$ cat src/inc/scwl_map.svh
// Behaviour
// - parallel word is five bytes on word clock
// - byte one control, bytes two-five tuning MSB first
// - serial word is forty bits, one per clock
// - data bit seven is MSB and serial input
// - input register captures only on word clock
// - update strobe applies input register, then clears it
// - master reset clears all, phase returns to zero
// - synthesis runs on reference clock rising edges
// - byte one: phase, power-down, zero, multiplier
// - serial order: tuning LSB first, then flags, phase
// - every control flag is active high
// - phase offset steps: half cycle down to 1/32
// - multiplier on gives six times reference rate
// - update strobe sampled on reference clock edge
// - master reset sampled on reference clock edge
`ifndef SCWL_MAP_SVH
`define SCWL_MAP_SVH

`define SCWL_OFS_CTRL       5'h00
`define SCWL_OFS_STATUS     5'h04
`define SCWL_OFS_TUNE       5'h08
`define SCWL_OFS_CFG        5'h0c
`define SCWL_OFS_ACC        5'h10
`define SCWL_OFS_IN_TUNE    5'h14
`define SCWL_OFS_IN_CFG     5'h18

`define SCWL_CTRL_SERIAL    0
`define SCWL_CTRL_RST       1'h0

`define SCWL_PAR_BYTES      6'h05
`define SCWL_SER_BITS       6'h28
`define SCWL_SER_MULT       6'h20
`define SCWL_SER_FACT       6'h21
`define SCWL_SER_PD         6'h22
`define SCWL_SER_PHASE      6'h23

`define SCWL_B0_PHASE_HI    7
`define SCWL_B0_PHASE_LO    3
`define SCWL_B0_PD          2
`define SCWL_B0_FACT        1
`define SCWL_B0_MULT        0
`define SCWL_SER_DATA_BIT   7

`define SCWL_MULT_FACTOR    32'h0000_0006
`define SCWL_PHASE_POS      27

`endif

$ cat src/inc/scwl_pkg.sv
`default_nettype none
package scwl_pkg;

  typedef enum logic {
    SCWL_BUS_IDLE,
    SCWL_BUS_ACK
  } scwl_bus_t;

  typedef struct packed {
    scwl_bus_t   bus_st;
    logic [31:0] rdata;
    logic        serial_mode;
    logic        prev_wclk;
    logic        prev_ref;
    logic        prev_strobe;
    logic [31:0] in_tune;
    logic [4:0]  in_phase;
    logic        in_pd;
    logic        in_fact;
    logic        in_mult;
    logic [5:0]  in_count;
    logic        overrun;
    logic [31:0] tune;
    logic [4:0]  phase;
    logic        pd;
    logic        fact;
    logic        mult;
    logic [31:0] acc;
    logic [31:0] out_phase;
    logic        tick;
  } scwl_state_t;

endpackage
`default_nettype wire

$ cat src/rtl/scwl_top.sv
// Chosen here: the placing of the registers and register access over Avalon-MM.
`include "scwl_map.svh"
`default_nettype none
module scwl_top (
  input  wire logic        mclk_in,
  input  wire logic        reset_n_in,
  input  wire logic [4:0]  avs_address_in,
  input  wire logic        avs_read_in,
  input  wire logic        avs_write_in,
  input  wire logic [31:0] avs_writedata_in,
  input  wire logic [3:0]  avs_byteenable_in,
  output logic      [31:0] avs_readdata_out,
  output logic             avs_waitrequest_out,
  input  wire logic [7:0]  parallel_data_bus_in,
  input  wire logic        word_load_clock_in,
  input  wire logic        frequency_update_strobe_in,
  input  wire logic        master_reset_in,
  input  wire logic        reference_clock_in,
  output logic      [31:0] tuning_word_out,
  output logic      [4:0]  phase_offset_bits_out,
  output logic             power_down_out,
  output logic             ref_multiplier_enable_out,
  output logic      [31:0] synth_phase_out,
  output logic             synth_tick_out
);

  scwl_pkg::scwl_state_t st;
  scwl_pkg::scwl_state_t next_st;

  logic [11:0] pins_sync;
  logic [7:0]  sy_data;
  logic        sy_wclk;
  logic        sy_strobe;
  logic        sy_mreset;
  logic        sy_ref;

  scwl_sync #(
    .W (12)
  ) u_sync (
    .mclk_in    (mclk_in),
    .reset_n_in (reset_n_in),
    .async_in   ({reference_clock_in, master_reset_in,
                  frequency_update_strobe_in, word_load_clock_in,
                  parallel_data_bus_in}),
    .sync_out   (pins_sync)
  );

  assign sy_data   = pins_sync[7:0];
  assign sy_wclk   = pins_sync[8];
  assign sy_strobe = pins_sync[9];
  assign sy_mreset = pins_sync[10];
  assign sy_ref    = pins_sync[11];

  logic        wclk_rise;
  logic        ref_rise;
  logic        in_full;
  logic        cap_go;
  logic        upd_go;
  logic        mr_go;
  logic        run_go;
  logic        mode_wr;
  logic [5:0]  pidx;
  logic [31:0] step;
  logic [31:0] rd_mux;

  // edges are found against the previous synchronised sample
  assign wclk_rise = sy_wclk & ~st.prev_wclk;
  assign ref_rise  = sy_ref & ~st.prev_ref;
  assign in_full   = st.serial_mode ? (st.in_count == `SCWL_SER_BITS)
                                    : (st.in_count == `SCWL_PAR_BYTES);
  assign cap_go    = wclk_rise & ~in_full;
  assign mr_go     = ref_rise & sy_mreset;
  assign upd_go    = ref_rise & ~sy_mreset & sy_strobe
                     & ~st.prev_strobe;
  assign run_go    = ref_rise & ~sy_mreset & ~upd_go & ~st.pd;
  assign mode_wr   = (st.bus_st == scwl_pkg::SCWL_BUS_ACK) & avs_write_in
                     & (avs_address_in == `SCWL_OFS_CTRL)
                     & avs_byteenable_in[0];
  assign pidx      = st.in_count - `SCWL_SER_PHASE;
  // one accumulator step of six times the tuning word per reference edge when multiplied
  assign step      = st.mult ? st.tune * `SCWL_MULT_FACTOR
                             : st.tune;

  always_comb begin
    rd_mux = 32'h0000_0000;
    unique case (avs_address_in)
      `SCWL_OFS_CTRL: begin
        rd_mux[`SCWL_CTRL_SERIAL] = st.serial_mode;
      end
      `SCWL_OFS_STATUS: begin
        rd_mux[5:0] = st.in_count;
        rd_mux[8]   = in_full;
        rd_mux[9]   = st.overrun;
      end
      `SCWL_OFS_TUNE: begin
        rd_mux = st.tune;
      end
      `SCWL_OFS_CFG: begin
        rd_mux[`SCWL_B0_PHASE_HI:`SCWL_B0_PHASE_LO] = st.phase;
        rd_mux[`SCWL_B0_PD]   = st.pd;
        rd_mux[`SCWL_B0_FACT] = st.fact;
        rd_mux[`SCWL_B0_MULT] = st.mult;
      end
      `SCWL_OFS_ACC: begin
        rd_mux = st.out_phase;
      end
      `SCWL_OFS_IN_TUNE: begin
        rd_mux = st.in_tune;
      end
      `SCWL_OFS_IN_CFG: begin
        rd_mux[`SCWL_B0_PHASE_HI:`SCWL_B0_PHASE_LO] = st.in_phase;
        rd_mux[`SCWL_B0_PD]   = st.in_pd;
        rd_mux[`SCWL_B0_FACT] = st.in_fact;
        rd_mux[`SCWL_B0_MULT] = st.in_mult;
      end
      default: begin
        rd_mux = 32'h0000_0000;
      end
    endcase
  end

  always_comb begin
    next_st           = st;
    next_st.tick      = 1'b0;
    next_st.prev_wclk = sy_wclk;
    next_st.prev_ref  = sy_ref;

    // bus slave: one wait cycle, then the answer
    unique case (st.bus_st)
      scwl_pkg::SCWL_BUS_IDLE: begin
        if (avs_read_in || avs_write_in) begin
          next_st.bus_st = scwl_pkg::SCWL_BUS_ACK;
          if (avs_read_in) begin
            next_st.rdata = rd_mux;
          end
        end
      end
      scwl_pkg::SCWL_BUS_ACK: begin
        next_st.bus_st = scwl_pkg::SCWL_BUS_IDLE;
      end
    endcase

    // word clock capture into the input data register
    if (cap_go) begin
      next_st.in_count = st.in_count + 6'h01;
      if (st.serial_mode) begin
        // bit seven of the data port doubles as serial input
        if (st.in_count < `SCWL_SER_MULT) begin
          next_st.in_tune[st.in_count[4:0]] =
            sy_data[`SCWL_SER_DATA_BIT];
        end else if (st.in_count == `SCWL_SER_MULT) begin
          next_st.in_mult = sy_data[`SCWL_SER_DATA_BIT];
        end else if (st.in_count == `SCWL_SER_FACT) begin
          next_st.in_fact = sy_data[`SCWL_SER_DATA_BIT];
        end else if (st.in_count == `SCWL_SER_PD) begin
          next_st.in_pd = sy_data[`SCWL_SER_DATA_BIT];
        end else begin
          next_st.in_phase[pidx[2:0]] =
            sy_data[`SCWL_SER_DATA_BIT];
        end
      end else begin
        unique case (st.in_count[2:0])
          3'h0: begin
            next_st.in_phase =
              sy_data[`SCWL_B0_PHASE_HI:`SCWL_B0_PHASE_LO];
            next_st.in_pd   = sy_data[`SCWL_B0_PD];
            next_st.in_fact = sy_data[`SCWL_B0_FACT];
            next_st.in_mult = sy_data[`SCWL_B0_MULT];
          end
          3'h1: begin
            next_st.in_tune[31:24] = sy_data;
          end
          3'h2: begin
            next_st.in_tune[23:16] = sy_data;
          end
          3'h3: begin
            next_st.in_tune[15:8] = sy_data;
          end
          3'h4: begin
            next_st.in_tune[7:0] = sy_data;
          end
          default: begin
            next_st.in_count = st.in_count;
          end
        endcase
      end
    end

    // a format change starts a fresh word
    if (mode_wr) begin
      next_st.serial_mode = avs_writedata_in[`SCWL_CTRL_SERIAL];
      next_st.in_tune     = 32'h0000_0000;
      next_st.in_phase    = 5'h00;
      next_st.in_pd       = 1'b0;
      next_st.in_fact     = 1'b0;
      next_st.in_mult     = 1'b0;
      next_st.in_count    = 6'h00;
      next_st.overrun     = 1'b0;
    end

    // reference clock side: strobe, master reset, accumulator
    if (ref_rise) begin
      next_st.prev_strobe = sy_strobe;
      next_st.tick        = 1'b1;
    end
    if (mr_go) begin
      next_st.in_tune  = 32'h0000_0000;
      next_st.in_phase = 5'h00;
      next_st.in_pd    = 1'b0;
      next_st.in_fact  = 1'b0;
      next_st.in_mult  = 1'b0;
      next_st.in_count = 6'h00;
      next_st.overrun  = 1'b0;
      next_st.tune     = 32'h0000_0000;
      next_st.phase    = 5'h00;
      next_st.pd       = 1'b0;
      next_st.fact     = 1'b0;
      next_st.mult     = 1'b0;
      next_st.acc      = 32'h0000_0000;
    end else if (upd_go) begin
      next_st.tune     = st.in_tune;
      next_st.phase    = st.in_phase;
      next_st.pd       = st.in_pd;
      next_st.fact     = st.in_fact;
      next_st.mult     = st.in_mult;
      next_st.in_tune  = 32'h0000_0000;
      next_st.in_phase = 5'h00;
      next_st.in_pd    = 1'b0;
      next_st.in_fact  = 1'b0;
      next_st.in_mult  = 1'b0;
      next_st.in_count = 6'h00;
      next_st.overrun  = 1'b0;
    end else if (run_go) begin
      next_st.acc = st.acc + step;
    end

    // extra clocks beyond a full word are dropped and flagged
    // the flag is set last so that a coinciding clear loses
    if (wclk_rise && !cap_go) begin
      next_st.overrun = 1'b1;
    end

    // phase offset weights: msb is half a cycle
    next_st.out_phase = next_st.acc
      + {next_st.phase, 27'h0000000};
  end

  always_ff @(posedge mclk_in) begin
    if (!reset_n_in) begin
      st             <= '0;
      st.bus_st      <= scwl_pkg::SCWL_BUS_IDLE;
      st.serial_mode <= `SCWL_CTRL_RST;
    end else begin
      st <= next_st;
    end
  end

  assign avs_waitrequest_out = (avs_read_in | avs_write_in)
                               & (st.bus_st == scwl_pkg::SCWL_BUS_IDLE);
  assign avs_readdata_out          = st.rdata;
  assign tuning_word_out           = st.tune;
  assign phase_offset_bits_out     = st.phase;
  assign power_down_out            = st.pd;
  assign ref_multiplier_enable_out = st.mult;
  assign synth_phase_out           = st.out_phase;
  assign synth_tick_out            = st.tick;
endmodule
`default_nettype wire

$ cat src/rtl/scwl_sync.sv
`default_nettype none
// two flip-flop synchroniser for pins from outside the clock domain
module scwl_sync #(
  parameter int W = 12
) (
  input  wire logic         mclk_in,
  input  wire logic         reset_n_in,
  input  wire logic [W-1:0] async_in,
  output logic      [W-1:0] sync_out
);

  typedef struct packed {
    logic [W-1:0] s1;
    logic [W-1:0] s2;
  } scwl_sync_t;

  scwl_sync_t st;
  scwl_sync_t next_st;

  always_comb begin
    next_st    = st;
    next_st.s1 = async_in;
    next_st.s2 = st.s1;
  end

  always_ff @(posedge mclk_in) begin
    if (!reset_n_in) begin
      st <= '0;
    end else begin
      st <= next_st;
    end
  end

  assign sync_out = st.s2;

endmodule
`default_nettype wire

$ cat config.mk
export PLATFORM = sky130hd
export DESIGN_NAME = scwl_top
export DESIGN_NICKNAME = d
export VERILOG_FILES = /design/src/inc/scwl_pkg.sv /design/src/rtl/scwl_top.sv /design/src/rtl/scwl_sync.sv
export VERILOG_INCLUDE_DIRS = /design/src /design/src/inc
export SDC_FILE = /design/constraint.sdc
export NUM_CORES = 1
export LEC_CHECK = 0
export BUFFER_PORTS_ARGS = -buffer_cell sky130_fd_sc_hd__buf_2
export CAP_MARGIN = 10
export CORE_MARGIN = 4
export CORE_UTILIZATION = 55
export CTS_BUF_LIST = sky130_fd_sc_hd__clkbuf_4 sky130_fd_sc_hd__clkbuf_8
export CTS_CLUSTER_DIAMETER = 150
export DETAILED_ROUTE_END_ITERATION = 6
export GPL_TIMING_DRIVEN = 0
export MAX_ROUTING_LAYER = met4
export PLACE_DENSITY = 0.81
export SYNTH_ARGS = -nofsm -noshare
export SYNTH_HDL_FRONTEND = slang
export SYNTH_SLANG_ARGS = --single-unit
$ cat constraint.sdc
create_clock -name mclk_in -period 7.8 [get_ports mclk_in]
set_input_delay 1.56 -clock mclk_in [delete_from_list [all_inputs] [get_ports mclk_in]]
set_output_delay 1.56 -clock mclk_in [all_outputs]
set_load 0.005 [all_outputs]
; ---- After elaboration in Yosys (flattened, before gate mapping)
; Cells that the tools add are included.
[totals]
regBits = 213
in_bits = 57
output_inout_bits = 105
word_cells = 148
[classes]
add_sub_neg = 4
multipliers = 1
n_lt_le_gt_ge = 5
n_eq_ne = 23
n_mux = 39
n_bitwise = 23
reduce_logical = 27
[op_table]
columns = cell, n
row1 = $mux 32, 5
row2 = $mux 73, 1
row3 = $pmux 22 s3, 1
row4 = $add 32x32->32, 2
row5 = $mux 8, 6
row6 = $mux 41, 1
row7 = $mux 40, 1
row8 = $mux 33, 1
row9 = $bwmux 32, 1
row10 = $mul 32x2->31 const B, 1
row11 = $pmux 5 s6, 1
row12 = $eq 6x6->1 const B, 4
row13 = $mux 6, 3
row14 = $eq 5x5->1 const B, 3
row15 = $reduce_and 3->1, 5
row16 = $and 1x1->1, 13
row17 = $reduce_and 6->1, 2
row18 = $reduce_bool 2->1, 6
row19 = $eq 5x4->1 const B, 2
row20 = $pmux 2 s5, 1
row21 = $mux 1, 9
row22 = $not 1->1, 9
row23 = $ne 2x1->1 const B, 4
row24 = $ne 2x2->1 const B, 4
row25 = 33 further kinds, 36

; ---- Depth between registers and ports, before layout
[depth]
word_depth = 12
ltp_mapped = 31
depth_no_buf = 30

; ---- Hierarchy
; A second synthesis with hierarchy kept.
[hier_totals]
cells_unflattened = 1543
area_unflattened_um2 = 12361.9
[by_module_without_submodules]
columns = mod, n_inst, cells_each, area_each_um2, seq_area_each_um2
row1 = scwl_top, 1, 1493, 11686.2, 3243.1
row2 = scwl_sync, 1, 50, 675.6, 480.5

; ---- Worst setup path before layout
; OpenSTA, ideal clock, no wires.
[synth_timing]
path_kind = reg2reg
start = reg st (netlist bit tuning_word_out[1])
end = reg st (netlist bit synth_phase_out[31])
setup_time_ns = 0.116
arrival_time_ns = 5.595
t_required_ns = 7.684
slack_ns = 2.089
stages_incl_launch_ff = 31
n_path_buf = 0
period_less_slack_ns = 5.711
path_cell_list = dfxtp_1 ha_1 fa_1 a21o_1 a21o_1 a21oi_1 o21ai_0 a21oi_1 o21ai_0 a21o_1 a21oi_1 xnor2_1 mux2_2 ha_1 a21o_1 a21o_1 a211oi_1 a2bb2oi_1 nand2_1 a21boi_0 xnor2_1 nand2_1 a21oi_1 ha_1 inv_1 fa_1 nor2b_1 o21ai_0 nor2b_1 nor3_1 and3b_1
[synth_rtl]
columns = item, line_no
row1 = start: declaration, scwl_top.sv:27  ; scwl_pkg::scwl_state_t st;
row2 = start signal: assignment, scwl_top.sv:254  ; st <= next_st;

==> results.py <==
metrics = {
    "die": {
        "start_util": 0.557,
        "io-pin-count": 162,
        "dieArea_um2": 24500,
        "core_area_um2": 21800,
        "placementRows": 54,
        "chipWidth_um": 156,
        "fp.dieH_um": 156,
    },
    "sta": {
        "finalSetupViolCount": 0,
        "hold_viol": 0,
        "min_period_ps": 6940,
        "fin_crit_sh": 0.890,
        "whs_ps": 438,
        "skew_ps": 19.9,
        "maxSlewHeadroom": 0.223,
        "rsz0062_at_grt": "no",
        "fmax_ghz": 0.144,
        "slew_violations": 0,
        "fin_setup_tns_ps": 0,
        "finalWorstSetupSlack_ps": 859,
        "worst_pin_slew_ps": 1150,
    },
    "synth": {
        "synth.cell_area_um2": 12100,
        "yosysSeqAreaShare": 0.307,
        "ys.flop_type": "dfxtp_1",
        "synth_cell_types": 74,
        "syn_area_per_cell_um2": 8.01,
        "synth_warnings": 0,
        "syn-num-nets": 1646,
        "synth-edff-count": 0,
        "postSynth.asyncResetShare": 0,
        "ys_seq_elements": 186,
        "synthCells": 1515,
    },
    "worst_setup_path": {
        "reg2reg_from": "tuning_word_out[0]",
        "cp_max_fo": 6,
        "critPathCaptureType": "flip-flop",
        "cp-start-kind": "flip-flop",
        "crit_start": "tuning_word_out[0]",
        "crit_family": "compound AO/OA/AOI/OAI gates",
        "required_ps": 8190,
        "path_buf_inv": 1,
        "cpMaxStageDelayCell": "dfxtp_1",
        "slowest_delay_ps": 420,
        "cp_data_arrival_time_ps": 7330,
        "crit_path_frequent_cell": "a21o_1",
        "critPathKind": "reg2reg",
    },
    "clock_network": {
        "cts_buffers": 17,
        "holdBufCountCts": 0,
        "clk-insertion-delay-late_ps": 490,
        "cts_resized": 0,
        "htree_levels": 4,
        "cts-root-buf": "clkbuf_8",
        "cts_tree": "done",
        "cts_max_path_buffers": 2,
        "cts.sinks": 186,
        "cts.clk_slew.worst_paths_ps": 120,
        "post-cts-setup-buffers": 0,
    },
    "placed_design": {
        "dp.cells": 1922,
        "dp_worst_setup_slack_ps": 1080,
        "gp_congestion": 1.04,
        "hpwl_um": 31400,
        "place_area_um2": 13100,
        "port_buffers": 126,
    },
    "final_layout": {
        "area_delta_synth_final_pct": 11.6,
        "final_util": 0.622,
        "drive_gt1_frac": 0.183,
        "nets": 1792,
        "final_cell_mix": "228 x nand2_1, 186 x dfxtp_1, 156 x a21oi_1",
        "finalInstanceArea_um2": 13500,
        "nFillCells": 2008,
        "layout_commonest_cell": "nand2_1",
        "fin_cells": 1955,
    },
    "power_and_ir_drop": {
        "pwr-share-seq": 0.543,
        "clockPowerShare": 0.365,
        "swShare": 0.299,
        "comb_power_share": 0.092,
        "p_leak_nw": 6.19,
        "p_int_mw": 1.28,
        "p_switching_mw": 0.545,
        "ir_drop_mv": 0.122,
        "power_density_nw_per_um2": 135,
        "p_total_mw": 1.82,
    },
    "grt": {
        "grt.overflow.total": 0,
        "grt_pass1_vias": 11000,
        "gr-usage-all-layers": 0.333,
        "grt_max_degree": 21,
        "grt_pass1_wl_um": 61800,
        "antenna_found_initial": 1,
    },
    "hold_path": {
        "worstHoldPathType": "reg2reg",
        "hold_start": "u_sync.next_st[5]",
    },
    "detailed_routing": {
        "first_pass_iters": 6,
        "drtIter0Drc": 1202,
        "ant_nets": 0,
        "num_vias": 12000,
        "routed_wl_um": 40300,
        "wl_per_cell_um": 20.6,
        "viasPerCell": 6.15,
        "drc": 0,
    },
    "status": {
        "status": "finished, final reports clean",
    },
    "run": {
        "max_cap_viol_count": 0,
    },
}
==> sequential cells by signal, summed over array words and instances, names as in the netlist <==
| register | count |
|---|---|
| avs_readdata_out | 32 |
| phase_offset_bits_out | 5 |
| power_down_out | 1 |
| ref_multiplier_enable_out | 1 |
| st | 85 |
| synth_phase_out | 5 |
| synth_tick_out | 1 |
| tuning_word_out | 32 |
| u_sync.next_st | 12 |
| u_sync.sync_out | 12 |
==> kinds of logic after synthesis <==
| family | count (synthesis) | share of synthesized area |
|---|---|---|
| and+or+nand+nor | 456 | 0.170 |
| AOI/OAI and AO/OA | 474 | 0.261 |
| xor gates and xnor gates | 57 | 0.0412 |
| buffers and inverters | 219 | 0.0992 |
| muxes | 49 | 0.0435 |
| DFF | 186 | 0.307 |
| adders and majority gates | 74 | 0.0782 |
==> Yosys cell counts, types with 34 or more instances <==
library cell,count,share of area
a22oi_1,34,0.021
dfxtp_1,186,0.31
a21oi_1,156,0.064
nor2_1,77,0.024
o21ai_0,79,0.033
ha_1,71,0.073
nand2_1,228,0.071
and2_1,37,0.019
clkbuf_1,73,0.023
a21o_1,35,0.022
xnor2_1,34,0.025
buf_4,101,0.063
==> power by group through the flow <==
stage	combinational [mW]	sequential [mW]	clock [mW]
floorplan	0.101	1.00	0
global placement	0.160	1.01	0
detailed placement	0.163	1.01	0
CTS	0.164	0.989	0.666
global route	0.180	0.991	0.706
finish	0.168	0.990	0.666
==> final timing paths <==
path              slack (ps)  cells after the start                  end
hold / removal           440                      1   u_sync.sync_out[5]
setup reg to reg         860                     30  synth_phase_out[31]
hold reg to reg          440                      1   u_sync.sync_out[5]
setup / recovery         860                     30  synth_phase_out[31]
==> layout make-up <==
cell class	count	area [um2]	share of cell area
inverter	30	113	0.00832
sequential	186	3720	0.275
buffer	189	1090	0.0806
tap	280	350	0.0259
timing repair buffer	127	636	0.0470
clock inverter	15	169	0.0125
antenna	1	2.50	0.000185
multi-input combinational	1110	7210	0.533
clock buffer	17	234	0.0173
==> metal layers <==
layer  share of wire  vias to the layer above  GRT usage
li1                -                     5611          -
met1            0.43                     5652      0.460
met2            0.43                      674      0.497
met3            0.11                       91     0.0600
met4           0.031                        0      0.108
met5               0                        -          -
No activity file was read; power rests on OpenSTA's default activity.
